<file path="src/dtc_pkg.sv">
package dtc_pkg;

    // Register word addresses (byte offsets)
    localparam logic [3:0] ADDR_CONTROL = 4'h0;
    localparam logic [3:0] ADDR_STATUS = 4'h4;
    localparam logic [3:0] ADDR_INT_STATUS = 4'h8;
    localparam logic [3:0] ADDR_INT_MASK = 4'hc;

    // Control register fields
    localparam int BIT_ENABLE = 7;
    localparam int BIT_ARM = 6;
    localparam int BIT_TAG = 5;
    localparam int BIT_BRK_EN = 4;
    localparam int BIT_CMP_A_DIR = 3;
    localparam int BIT_CMP_A_QUAL = 2;
    localparam int BIT_CMP_B_DIR = 1;
    localparam int BIT_CMP_B_QUAL = 0;
    localparam logic [7:0] CONTROL_RESET = 8'h00;

    // Status register fields
    localparam int STAT_ARMED = 0;
    localparam int STAT_ARM_BIT = 1;

    // Interrupt status fields
    localparam int IRQ_TRIGGER = 0;
    localparam int IRQ_RUN_DONE = 1;
    localparam int IRQ_BREAK = 2;
    localparam int IRQ_WIDTH = 3;
    localparam logic [2:0] IRQ_RESET = 3'h0;

    typedef enum logic [2:0] {
        DTC_IDLE = 3'b001,
        DTC_RUN = 3'b010,
        DTC_FILL = 3'b100
    } dtc_run_t;

    typedef struct packed {
        logic brk_req;
        logic brk_tag;
    } dtc_break_t;

    typedef struct packed {
        logic [7:0] control;
        logic armed_status_flag;
        dtc_run_t run;
        logic [2:0] int_status;
        logic [2:0] int_mask;
        logic ack;
        logic [31:0] rdata;
        logic capture;
        dtc_break_t brk;
    } dtc_state_t;

endpackage

</file>
<file path="src/dtc_debug_trigger_control.sv">
`timescale 1ns/1ps
// Functional notes
// - Bit 7 enables the module; cannot be set while secure.
// - Control register readable and writable at any time.
// - Arm bit 6 enables comparing and capturing into the FIFO.
// - Writing one to arm sets arm, and sets the armed status flag only if the same write also has enable (bit 7) one.
// - Run completion clears arm by hardware.
// - Writing zero to arm or enable stops the run immediately.
// - Bit 5 selects tag (1) or force (0) break requests.
// - Tag select has no effect while breaks are disabled.
// - Bit 4 enables break requests on trigger events.
// - Triggers still capture to the FIFO with breaks disabled.
// - End trace breaks when the qualified trigger occurs.
// - Begin trace breaks once the FIFO is full.
// - Trigger source select does not change break timing.
// - Bit 3 picks comparator A cycle: 0 write, 1 read.
// - Bit 2 on enables direction qualification of comparator A.
// - Bit 1 picks comparator B cycle: 0 write, 1 read.
// - With B qualification off, direction ignored for comparator B.
// - Bit 0 enables direction qualification of comparator B.
module dtc_debug_trigger_control (
    // Clock and reset
    input wire logic clk_i,
    input wire logic rst_i,
    // Wishbone slave
    input wire logic wb_cyc_i,
    input wire logic wb_stb_i,
    input wire logic wb_we_i,
    input wire logic [3:0] wb_adr_i,
    input wire logic [3:0] wb_sel_i,
    input wire logic [31:0] wb_dat_i,
    output logic [31:0] wb_dat_o,
    output logic wb_ack_o,
    // Chip security and bus direction
    input wire logic secure_i,
    input wire logic bus_read_i,
    // Raw comparator hits
    input wire logic cmp_a_hit_i,
    input wire logic cmp_b_hit_i,
    // Trigger logic and capture FIFO
    input wire logic begin_trace_i,
    input wire logic trigger_source_select_i,
    input wire logic fifo_full_i,
    input wire logic run_done_i,
    // Outputs to comparators and FIFO
    output logic cmp_a_match_o,
    output logic cmp_b_match_o,
    output logic capture_o,
    output logic module_enabled_o,
    output logic armed_o,
    // CPU break interface
    output logic brk_req_o,
    output logic brk_tag_o,
    // Interrupt
    output logic irq_o
);

    dtc_pkg::dtc_state_t st;
    dtc_pkg::dtc_state_t next_st;

    logic access;
    logic wr_ctl;
    logic [7:0] wr_val;
    logic qual_a;
    logic qual_b;
    logic trigger;
    logic active;
    logic stop;
    logic [2:0] events;

    assign access = wb_cyc_i && wb_stb_i && !st.ack;
    assign wr_ctl = access && wb_we_i && wb_sel_i[0]
        && (wb_adr_i == dtc_pkg::ADDR_CONTROL);
    assign wr_val = wb_dat_i[7:0];
    assign active = st.control[dtc_pkg::BIT_ENABLE]
        && st.control[dtc_pkg::BIT_ARM];

    // Direction qualification per comparator
    assign qual_a = !st.control[dtc_pkg::BIT_CMP_A_QUAL]
        || (bus_read_i == st.control[dtc_pkg::BIT_CMP_A_DIR]);
    assign qual_b = !st.control[dtc_pkg::BIT_CMP_B_QUAL]
        || (bus_read_i == st.control[dtc_pkg::BIT_CMP_B_DIR]);
    assign cmp_a_match_o = active && cmp_a_hit_i && qual_a;
    assign cmp_b_match_o = active && cmp_b_hit_i && qual_b;
    // Trigger source only chooses which match counts
    assign trigger = trigger_source_select_i ? cmp_b_match_o
        : cmp_a_match_o;

    assign stop = wr_ctl && (!wr_val[dtc_pkg::BIT_ARM]
        || !wr_val[dtc_pkg::BIT_ENABLE]);

    always_comb begin
        next_st = st;
        events = 3'h0;
        next_st.ack = access;
        next_st.capture = 1'b0;
        next_st.brk.brk_req = 1'b0;
        if (wr_ctl) begin
            next_st.control = wr_val;
            if (secure_i) begin
                // Enable can be cleared but never set while secure
                next_st.control[dtc_pkg::BIT_ENABLE] =
                    wr_val[dtc_pkg::BIT_ENABLE]
                    && st.control[dtc_pkg::BIT_ENABLE];
            end
            if (wr_val[dtc_pkg::BIT_ARM]) begin
                next_st.armed_status_flag = 1'b1;
            end
        end
        if (stop) begin
            next_st.run = dtc_pkg::DTC_IDLE;
            next_st.armed_status_flag = 1'b0;
        end else begin
            case (st.run)
                dtc_pkg::DTC_IDLE: begin
                    if (active) begin
                        next_st.run = dtc_pkg::DTC_RUN;
                    end
                end
                dtc_pkg::DTC_RUN: begin
                    if (!active) begin
                        next_st.run = dtc_pkg::DTC_IDLE;
                    end else if (trigger) begin
                        events[dtc_pkg::IRQ_TRIGGER] = 1'b1;
                        next_st.capture = 1'b1;
                        if (begin_trace_i) begin
                            next_st.run = dtc_pkg::DTC_FILL;
                        end else begin
                            // End trace: break on the trigger itself
                            next_st.brk.brk_req =
                                st.control[dtc_pkg::BIT_BRK_EN];
                            next_st.run = dtc_pkg::DTC_IDLE;
                            next_st.control[dtc_pkg::BIT_ARM] = 1'b0;
                            next_st.armed_status_flag = 1'b0;
                            events[dtc_pkg::IRQ_RUN_DONE] = 1'b1;
                        end
                    end else if (run_done_i) begin
                        next_st.run = dtc_pkg::DTC_IDLE;
                        next_st.control[dtc_pkg::BIT_ARM] = 1'b0;
                        next_st.armed_status_flag = 1'b0;
                        events[dtc_pkg::IRQ_RUN_DONE] = 1'b1;
                    end
                end
                dtc_pkg::DTC_FILL: begin
                    next_st.capture = active;
                    if (!active) begin
                        next_st.run = dtc_pkg::DTC_IDLE;
                    end else if (fifo_full_i) begin
                        // Begin trace: break once the FIFO is full
                        next_st.capture = 1'b0;
                        next_st.brk.brk_req =
                            st.control[dtc_pkg::BIT_BRK_EN];
                        next_st.run = dtc_pkg::DTC_IDLE;
                        next_st.control[dtc_pkg::BIT_ARM] = 1'b0;
                        next_st.armed_status_flag = 1'b0;
                        events[dtc_pkg::IRQ_RUN_DONE] = 1'b1;
                    end
                end
                default: begin
                    next_st.run = dtc_pkg::DTC_IDLE;
                end
            endcase
        end
        next_st.brk.brk_tag = next_st.brk.brk_req
            && st.control[dtc_pkg::BIT_TAG];
        events[dtc_pkg::IRQ_BREAK] = next_st.brk.brk_req;

        // Read data and read-to-clear interrupt status
        next_st.rdata = 32'h0;
        if (access && !wb_we_i) begin
            case (wb_adr_i)
                dtc_pkg::ADDR_CONTROL: begin
                    next_st.rdata = {24'h0, st.control};
                end
                dtc_pkg::ADDR_STATUS: begin
                    next_st.rdata[dtc_pkg::STAT_ARMED] =
                        st.armed_status_flag;
                    next_st.rdata[dtc_pkg::STAT_ARM_BIT] =
                        st.control[dtc_pkg::BIT_ARM];
                end
                dtc_pkg::ADDR_INT_STATUS: begin
                    next_st.rdata = {29'h0, st.int_status};
                    next_st.int_status = 3'h0;
                end
                dtc_pkg::ADDR_INT_MASK: begin
                    next_st.rdata = {29'h0, st.int_mask};
                end
                default: begin
                    next_st.rdata = 32'h0;
                end
            endcase
        end
        if (access && wb_we_i && wb_sel_i[0]
            && wb_adr_i == dtc_pkg::ADDR_INT_MASK) begin
            next_st.int_mask = wb_dat_i[2:0];
        end
        // Set wins over read clear
        next_st.int_status = next_st.int_status | events;
    end

    always_ff @(posedge clk_i) begin
        if (rst_i) begin
            st.control <= dtc_pkg::CONTROL_RESET;
            st.armed_status_flag <= 1'b0;
            st.run <= dtc_pkg::DTC_IDLE;
            st.int_status <= dtc_pkg::IRQ_RESET;
            st.int_mask <= dtc_pkg::IRQ_RESET;
            st.ack <= 1'b0;
            st.rdata <= 32'h0;
            st.capture <= 1'b0;
            st.brk <= 2'h0;
        end else begin
            st <= next_st;
        end
    end

    assign wb_ack_o = st.ack;
    assign wb_dat_o = st.rdata;
    assign capture_o = st.capture;
    assign brk_req_o = st.brk.brk_req;
    assign brk_tag_o = st.brk.brk_tag;
    assign module_enabled_o = st.control[dtc_pkg::BIT_ENABLE];
    assign armed_o = st.armed_status_flag;
    assign irq_o = |(st.int_status & st.int_mask);

    // Reset and register bus
    reset_clear_a: assert property (
        @(posedge clk_i)
        rst_i |=> st.control == dtc_pkg::CONTROL_RESET
        && !brk_req_o && !capture_o && !wb_ack_o)
        else $error("state not cleared by reset");

    ack_latency_a: assert property (
        @(posedge clk_i) disable iff (rst_i)
        access |=> wb_ack_o)
        else $error("access not acknowledged");

    ack_pulse_a: assert property (
        @(posedge clk_i) disable iff (rst_i)
        wb_ack_o |=> !wb_ack_o)
        else $error("ack held too long");

    // Control writes and run control
    no_secure_en_a: assert property (
        @(posedge clk_i) disable iff (rst_i)
        secure_i && !st.control[dtc_pkg::BIT_ENABLE]
        |=> !st.control[dtc_pkg::BIT_ENABLE])
        else $error("enable set while secure");

    arm_sets_flag_a: assert property (
        @(posedge clk_i) disable iff (rst_i)
        wr_ctl && wr_val[dtc_pkg::BIT_ARM] && wr_val[dtc_pkg::BIT_ENABLE]
        |=> armed_o && st.control[dtc_pkg::BIT_ARM])
        else $error("arm write did not set armed flag");

    stop_run_a: assert property (
        @(posedge clk_i) disable iff (rst_i)
        stop |=> st.run == dtc_pkg::DTC_IDLE && !armed_o)
        else $error("run not stopped");

    stop_no_break_a: assert property (
        @(posedge clk_i) disable iff (rst_i)
        stop |=> !brk_req_o && !capture_o)
        else $error("stopped run still acted");

    no_match_idle_a: assert property (
        @(posedge clk_i) disable iff (rst_i)
        !st.control[dtc_pkg::BIT_ARM]
        |-> !cmp_a_match_o && !cmp_b_match_o)
        else $error("match while disarmed");

    no_capture_idle_a: assert property (
        @(posedge clk_i) disable iff (rst_i)
        !active |=> !capture_o)
        else $error("capture while inactive");

    capture_fill_a: assert property (
        @(posedge clk_i) disable iff (rst_i)
        st.run == dtc_pkg::DTC_FILL && active && !fifo_full_i && !stop
        |=> capture_o)
        else $error("capture stopped before full");

    // Break requests, trigger capture and run completion
    no_break_off_a: assert property (
        @(posedge clk_i) disable iff (rst_i)
        !st.control[dtc_pkg::BIT_BRK_EN] |=> !brk_req_o && !brk_tag_o)
        else $error("break while disabled");

    tag_follows_a: assert property (
        @(posedge clk_i) disable iff (rst_i)
        brk_req_o |-> brk_tag_o == $past(st.control[dtc_pkg::BIT_TAG]))
        else $error("break type does not follow select");

    tag_needs_break_a: assert property (
        @(posedge clk_i) disable iff (rst_i)
        !brk_req_o |-> !brk_tag_o)
        else $error("tag without break request");

    end_trace_brk_a: assert property (
        @(posedge clk_i) disable iff (rst_i)
        st.run == dtc_pkg::DTC_RUN && active && trigger && !begin_trace_i
        && !stop && st.control[dtc_pkg::BIT_BRK_EN]
        |=> brk_req_o && !st.control[dtc_pkg::BIT_ARM])
        else $error("end trace break missing");

    trigger_capture_a: assert property (
        @(posedge clk_i) disable iff (rst_i)
        st.run == dtc_pkg::DTC_RUN && active && trigger && !stop
        |=> capture_o)
        else $error("trigger not captured");

    run_done_clear_a: assert property (
        @(posedge clk_i) disable iff (rst_i)
        st.run == dtc_pkg::DTC_RUN && active && run_done_i && !trigger
        && !stop
        |=> !st.control[dtc_pkg::BIT_ARM] && !armed_o)
        else $error("run completion left arm set");

    begin_trace_brk_a: assert property (
        @(posedge clk_i) disable iff (rst_i)
        st.run == dtc_pkg::DTC_FILL && active && fifo_full_i && !stop
        && st.control[dtc_pkg::BIT_BRK_EN] |=> brk_req_o)
        else $error("begin trace break missing");

    fill_waits_a: assert property (
        @(posedge clk_i) disable iff (rst_i)
        st.run == dtc_pkg::DTC_FILL && !fifo_full_i |=> !brk_req_o)
        else $error("begin trace break before full");

    // Interrupt status
    irq_set_wins_a: assert property (
        @(posedge clk_i) disable iff (rst_i)
        (events != 3'h0)
        |=> (st.int_status & $past(events)) == $past(events))
        else $error("event lost to read clear");

    irq_read_clear_a: assert property (
        @(posedge clk_i) disable iff (rst_i)
        access && !wb_we_i && wb_adr_i == dtc_pkg::ADDR_INT_STATUS
        && events == 3'h0 |=> st.int_status == 3'h0)
        else $error("status not cleared by read");

    // Comparator direction qualification
    dir_a_a: assert property (
        @(posedge clk_i) disable iff (rst_i)
        active && cmp_a_hit_i && st.control[dtc_pkg::BIT_CMP_A_QUAL]
        && (bus_read_i != st.control[dtc_pkg::BIT_CMP_A_DIR])
        |-> !cmp_a_match_o)
        else $error("comparator A wrong direction");

    dir_a_pass_a: assert property (
        @(posedge clk_i) disable iff (rst_i)
        active && cmp_a_hit_i && st.control[dtc_pkg::BIT_CMP_A_QUAL]
        && (bus_read_i == st.control[dtc_pkg::BIT_CMP_A_DIR])
        |-> cmp_a_match_o)
        else $error("comparator A right direction lost");

    dir_a_off_a: assert property (
        @(posedge clk_i) disable iff (rst_i)
        active && cmp_a_hit_i && !st.control[dtc_pkg::BIT_CMP_A_QUAL]
        |-> cmp_a_match_o)
        else $error("comparator A qualified while off");

    dir_b_a: assert property (
        @(posedge clk_i) disable iff (rst_i)
        active && cmp_b_hit_i && !st.control[dtc_pkg::BIT_CMP_B_QUAL]
        |-> cmp_b_match_o)
        else $error("comparator B qualified while off");

    dir_b_wrong_a: assert property (
        @(posedge clk_i) disable iff (rst_i)
        active && cmp_b_hit_i && st.control[dtc_pkg::BIT_CMP_B_QUAL]
        && (bus_read_i != st.control[dtc_pkg::BIT_CMP_B_DIR])
        |-> !cmp_b_match_o)
        else $error("comparator B wrong direction");

endmodule // dtc_debug_trigger_control

</file>
<file path="config.mk">
export PLATFORM = sky130hd
export DESIGN_NAME = dtc_debug_trigger_control
export DESIGN_NICKNAME = d
export VERILOG_FILES = /design/src/dtc_pkg.sv /design/src/dtc_debug_trigger_control.sv
export SDC_FILE = /design/constraint.sdc
export NUM_CORES = 1
export LEC_CHECK = 0
export BUFFER_PORTS_ARGS = -buffer_cell sky130_fd_sc_hd__buf_2
export CAP_MARGIN = 15
export CORE_MARGIN = 3
export CORE_UTILIZATION = 30
export CTS_BUF_LIST = sky130_fd_sc_hd__clkbuf_4 sky130_fd_sc_hd__clkbuf_8
export DETAILED_ROUTE_END_ITERATION = 7
export PLACE_DENSITY_LB_ADDON = 0.25
export REMOVE_ABC_BUFFERS = 1
export SLEW_MARGIN = 20
export SYNTH_ARGS = -nofsm -noshare
export SYNTH_HDL_FRONTEND = slang
export SYNTH_SLANG_ARGS = --single-unit
</file>
<file path="constraint.sdc">
create_clock -name clk_i -period 4.4 [get_ports clk_i]
set_input_delay 0.22 -clock clk_i [delete_from_list [all_inputs] [get_ports clk_i]]
set_output_delay 0.22 -clock clk_i [all_outputs]
set_load 0.02 [all_outputs]
</file>
==> impl_metrics.ini, run 1 <==
[clocking]
postCtsSetupRepairBufs = 0
clk_latency_ps = 280
htreeDepth = 2
hold_buffers = 0
cts_root_buffer = clkbuf_8
clock_sink_count = 30
cts_tree = built
cts_buffer_depth = 2
cts_resized = 0
path_clk_slew_ps = 60
numCtsBuffers = 5

[routing]
dr.pass1.iters = 4
drc = 0
wl_per_cell_um = 11.6
routed_wl_um = 3060
vias = 1117
drt_iter0_drc = 46
viasPerCell = 4.22
ant_nets = 0

[worst_hold_path]
hold_class = in -> reg

[finish]
diodes = 0
drive_gt1_share_pct = 29.8
final_area_sq_mm = 0.00173
nets = 252
area_growth_pct = 12.5
layoutNonFillerInstCount = 265

[synthesis]
synth_edf_count = 0
synth-simple-area-share_pct = 19.6
synth_top_flop_cell = dfxtp_1
synth_area_sq_mm = 0.00154
synth_adder_area_share_pct = 0
synthMuxAreaShare_pct = 10.2
yosys_warnings = 0
seq_area_frac_synth_pct = 39.1
synth_compound_area_share_pct = 10.6
async_flop_share_pct = 0
synth_cell_type_count = 44
synth_largest_area_cell = dfxtp_1
syn_area_per_cell_sq_um = 9.43
ys_seq_elements = 30
synth_area_leaders = dfxtp_1 39%, buf_4 16%, mux2i_1 6.5%
synth_top_family_by_area = simple AND/OR/NAND/NOR gates
yosysTopAreaCellShare_pct = 39.1
syn_inst = 163
synth-xor-area-share_pct = 1.71

[power]
p_switching_w = 0.000126
p_clk_share_pct = 40.1
ir_drop_v = 0.0000870
p_int_w = 0.000405
powerDensity_mw_per_mm2 = 307
p_leak_nw = 0.820
p_comb_share_pct = 8.6
seq_power_share_pct = 51.3
p_sw_share_pct = 23.7

[critical_path]
required_ps = 4580
arrival_ps = 2010
cp_max_fo = 11
max_stage_delay_ps = 670
cp-start-kind = register
path_depth = 4
rr_startpoint = wb_ack_o$_SDFF_PP0_
cp_top_family = simple AND/OR/NAND/NOR gates
endpoint_kind = register
crit_start = wb_ack_o$_SDFF_PP0_
reg2regPathDepth = 4
cp_cell_sequence = nand3b_1 > or4_4 > or2_1 > a32o_1
crit_type = reg -> reg
rrSetupSlack_ps = 2570
slowest_stage = or4_4
worst_r2r_endpoint = st[40]$_SDFF_PP0_
cp.buffers_inverters = 0
crit_end = st[40]$_SDFF_PP0_

[floorplanning]
die_x_um = 77.6
rows = 25
core-area_sq_mm = 0.00485
initial_core_util_pct = 31.7
die_y_um = 77.6
io_pins = 94
dieArea_sq_mm = 0.00602

[sta]
finClkSkew_ps = 4.26
rsz0062_at_grt = false
fin_crit_ps = 1830
finalSetupViolCount = 0
slew_viol_final = 0
fin_ws_ps = 2570
worst_slew_pin_slew_ps = 528
max_slew_margin_pct = 64.6
post-route-period-util_pct = 41.6
finalHoldViolations = 0
fmax_mhz = 546
tns_ps = 0

[placed_design]
placed_cell_area_sq_mm = 0.00165
dp_slack_ps = 2450
dpl.cell_count = 259
dpl.hpwl_um = 2430
globalplace.congestion = 0.771
portBuffers = 42

[global_route]
grt_pass1_vias = 1026
antenna_found_initial = 0
grt_max_degree = 17
track_usage_pct = 10.8
grt_pass1_wl_um = 4930
grt-ovfl-total = 0

[outcome]
status = complete, no violations

[flow_run]
drv_cap = 0
[logic make-up (layout without fill, tap and decap cells)]
| family | after synthesis | count (layout) |
|---|---|---|
| AOI/OAI and AO/OA | 21 | 21 |
| xor gates and xnor gates | 3 | 3 |
| buffers and inverters | 40 | 52 |
| DFF | 30 | 30 |
| muxes | 13 | 13 |
| other | 1 | 24 |
| and+or+nand+nor | 55 | 55 |
[cell usage in the layout, fill, tap and decap left out, drive strengths merged, types with 4 or more instances in the layout]
cell and instances:
conb 24, inv 4, and2 6, nor2 17, dfxtp 30, o21ai 4, mux2i 10, clkbuf 6
nor2b 4, nand2 5, a21oi 5, nand2b 5, nor3 6, or2 4, buf 42
[registers in the layout, summed over array words and instances, names as in the netlist]
register          cells
st                   16
wb_dat_o              8
armed_o               1
brk_req_o             1
brk_tag_o             1
capture_o             1
module_enabled_o      1
wb_ack_o              1
[per-layer routing]
layer	share of wire, %	GRT usage [%]
met1	43	12.9
met2	44	16.6
met3	9.9	3.02
met4	3.3	7.47
met5	0	0
[how the worst min path moves through the flow]
stage | cells after the start | to | startpoint | slack (ps)
CTS | 3 | st[50]$_SDFFE_PP0N_ | wb_dat_i[4] | 170
floorplan | 1 | st[52]$_SDFF_PP0_ | rst_i | 290
finish | 3 | st[50]$_SDFFE_PP0N_ | wb_dat_i[4] | 180
global route | 3 | st[50]$_SDFFE_PP0N_ | wb_dat_i[4] | 180
global placement | 1 | wb_dat_o[5]$_SDFF_PP0_ | st[51]$_SDFFE_PP0N_ | 460
detailed placement | 1 | brk_tag_o$_SDFF_PP0_ | st[51]$_SDFFE_PP0N_ | 470
[synthesized netlist by cell type, types with 2 or more instances]
cell type,number
buf_6,2
nand3_1,2
nand2b_1,4
dfxtp_1,30
clkbuf_1,2
mux2i_1,10
xor2_1,2
inv_1,4
nor3_1,6
a21oi_1,5
o21ai_0,2
buf_4,32
nor2b_1,4
and2_1,6
nand2_1,5
nor2_1,17
or2_1,2
mux4_2,2
[worst min-delay path: cells and delay by family]
kind,cells,cell delay [ps]
buffers and inverters,1,80
muxes,1,50
and+or+nand+nor,1,70
[power groups by stage]
| stage | logic (W) | clock network (W) | registers, W |
|---|---|---|---|
| 2_1_floorplan | 0.0000264 | 0 | 0.000279 |
| 3_3_place_gp | 0.0000454 | 0 | 0.000279 |
| 3_5_place_dp | 0.0000448 | 0 | 0.000279 |
| 4_1_cts | 0.0000451 | 0.000221 | 0.000273 |
| 5_1_grt | 0.0000493 | 0.000233 | 0.000273 |
| 6_report | 0.0000455 | 0.000213 | 0.000273 |
[area by class of cell]
type	count	area [sq um]
fillers	509	3120
multi-input cells	116	737
flip-flops and latches	30	601
repair buffers	42	210
well taps	67	83.8
clock buffers	6	82.6
inverters	4	15.0
[stage by stage]
stage	util, %	hold WS [ps]	power (W)
after floorplan	-	292	0.000306
after global placement	34.0	465	0.000324
after detailed placement	34.0	466	0.000323
after CTS	35.7	173	0.000539
after global routing	35.7	179	0.000555
final	35.7	175	0.000531
Power figures use the tool's default switching activity.
==> inputs of run 2 (changes only) <==
==> constraint.sdc (replaced) <==
create_clock -name clk_i -period 1.7 [get_ports clk_i]
set_input_delay 0.085 -clock clk_i [delete_from_list [all_inputs] [get_ports clk_i]]
set_output_delay 0.085 -clock clk_i [all_outputs]
set_load 0.02 [all_outputs]
==> run 2 against run 1 <==
Die area did not move. Count of clock-buffer cells in the layout grew 1. Non-clock buffer count increased by 17. Wire length is 9.2% higher. Critical path depth is 2 higher. Design area grew 9.9%. Register-to-register slack got worse by 2500 ps. Sequential share of layout area down 3.1 points. Largest power group unchanged.
==> impl_metrics.ini, run 2 (synthesis gave the netlist of run 1 again) <==
[routing]
routed_wl_um = 3350
drt_iter0_drc = 64
ant_nets = 0
wl_per_cell_um = 11.8
vias = 1190
dr.pass1.iters = 4
viasPerCell = 4.19
drc = 0

[sta]
finalHoldViolations = 0
fin_crit_ps = 1610
slew_viol_final = 0
post-route-period-util_pct = 94.9
fmax_mhz = 620
finalSetupViolCount = 0
tns_ps = 0
finClkSkew_ps = 5.08

[flow_run]
drv_cap = 0

[placed_design]
dpl.hpwl_um = 2710
globalplace.congestion = 0.762
dpl.cell_count = 275
placed_cell_area_sq_mm = 0.00177
portBuffers = 42

[global_route]
grt-ovfl-total = 0
antenna_found_initial = 0
grt_pass1_wl_um = 5260
grt_max_degree = 16
grt_pass1_vias = 1075
track_usage_pct = 11.6

[floorplanning]
dieArea_sq_mm = 0.00602
initial_core_util_pct = 31.7
die_y_um = 77.6
core-area_sq_mm = 0.00485
io_pins = 94
die_x_um = 77.6
rows = 25

[clocking]
numCtsBuffers = 5
path_clk_slew_ps = 60
htreeDepth = 2
hold_buffers = 0
cts_buffer_depth = 2
cts_root_buffer = clkbuf_8
clk_latency_ps = 280
clock_sink_count = 30
cts_tree = built

[critical_path]
rr_startpoint = st[49]$_SDFFE_PP0N_
required_ps = 1850
cp.buffers_inverters = 1
cp-start-kind = register
crit_type = reg -> reg
endpoint_kind = register
max_stage_delay_ps = 360
cp_top_family = compound AO/OA/AOI/OAI gates
crit_start = st[49]$_SDFFE_PP0N_
slowest_stage = dfxtp_2
cp_max_fo = 3
cp_cell_sequence = xor2_2 > a211oi_2 > buf_4 > or2_2 > o211ai_1 > a311oi_1
arrival_ps = 1770

[finish]
utilization_pct = 39.2
regArea_sq_um = 602
layoutNonFillerInstCount = 284
area_growth_pct = 23.7
nets = 269
final_area_sq_mm = 0.00190
drive_gt1_share_pct = 38.7
multiInputGateArea_sq_um = 767
top_register = st
mostFrequentLayoutCell = buf_2
layout_common_cells = 42 x buf_2, 29 x dfxtp_1, 24 x conb_1
largest_reg_flops = 16
diodes = 0
fillers = 510

[worst_hold_path]
hold_class = in -> reg
worstHoldStart = wb_dat_i[5]

[power]
p_leak_nw = 0.923
powerDensity_mw_per_mm2 = 751
ir_drop_v = 0.000328

[outcome]
status = complete, no violations
[run 2: per-layer routing]
layer  vias to the layer above  global-route usage, %  wire length [um]
met5                         -                      0                 0
met4                         0                   5.87                71
met3                         4                   4.52               300
met2                        59                   16.9              1470
met1                       523                   14.7              1500
li1                        604                      -                 -
[run 2: report_power, final]
group          switching, W  total, W  internal [W]  leakage (nW)
Sequential      0.000000931  0.000706      0.000705         0.242
Clock              0.000249  0.000590      0.000342        0.0517
Combinational     0.0000891  0.000132     0.0000427         0.629
[run 2: timing repair]
item | 4_1_cts | 5_1_grt
setup endpoints to repair | 2 | 9
setup buffers | 0 | 1
resized for setup | 1 | 6
cloned | 0 | 0
pin swaps | 2 | 4
[run 2: worst reg2reg max path, cell delays in order, from the launching register on]
cell,delay (ps)
dfxtp_2,360
xor2_2,170
a211oi_2,90
buf_4,140
or2_2,300
o211ai_1,290
a311oi_1,140
[run 2: worst paths after layout]
kind | to | slack, ps | cells after the start
max | st[52]$_SDFF_PP0_ | 90 | 6
min | st[51]$_SDFFE_PP0N_ | 50 | 3
max reg2reg | st[52]$_SDFF_PP0_ | 90 | 6
min reg2reg | brk_tag_o$_SDFF_PP0_ | 480 | 1
[run 2: cell type report]
cell class,count,share of cell area (%)
Inverter,4,0.790
Timing Repair Buffer,59,17.8
Sequential cell,30,31.7
Clock inverter,1,0.263
Multi-Input combinational cell,116,40.4
Tap cell,67,4.41
Clock buffer,7,4.74
[run 2: per-stage QoR]
| step | worst slack (ps) | hold slack, ps | total power, W |
|---|---|---|---|
| 2_1_floorplan | -136 | 157 | 0.000791 |
| 3_3_place_gp | 23.7 | 321 | 0.000848 |
| 3_5_place_dp | 18.0 | 332 | 0.000847 |
| 4_1_cts | 7.91 | 38.8 | 0.00144 |
| 5_1_grt | -4.90 | 53.8 | 0.00150 |
| 6_report | 87.1 | 45.3 | 0.00143 |
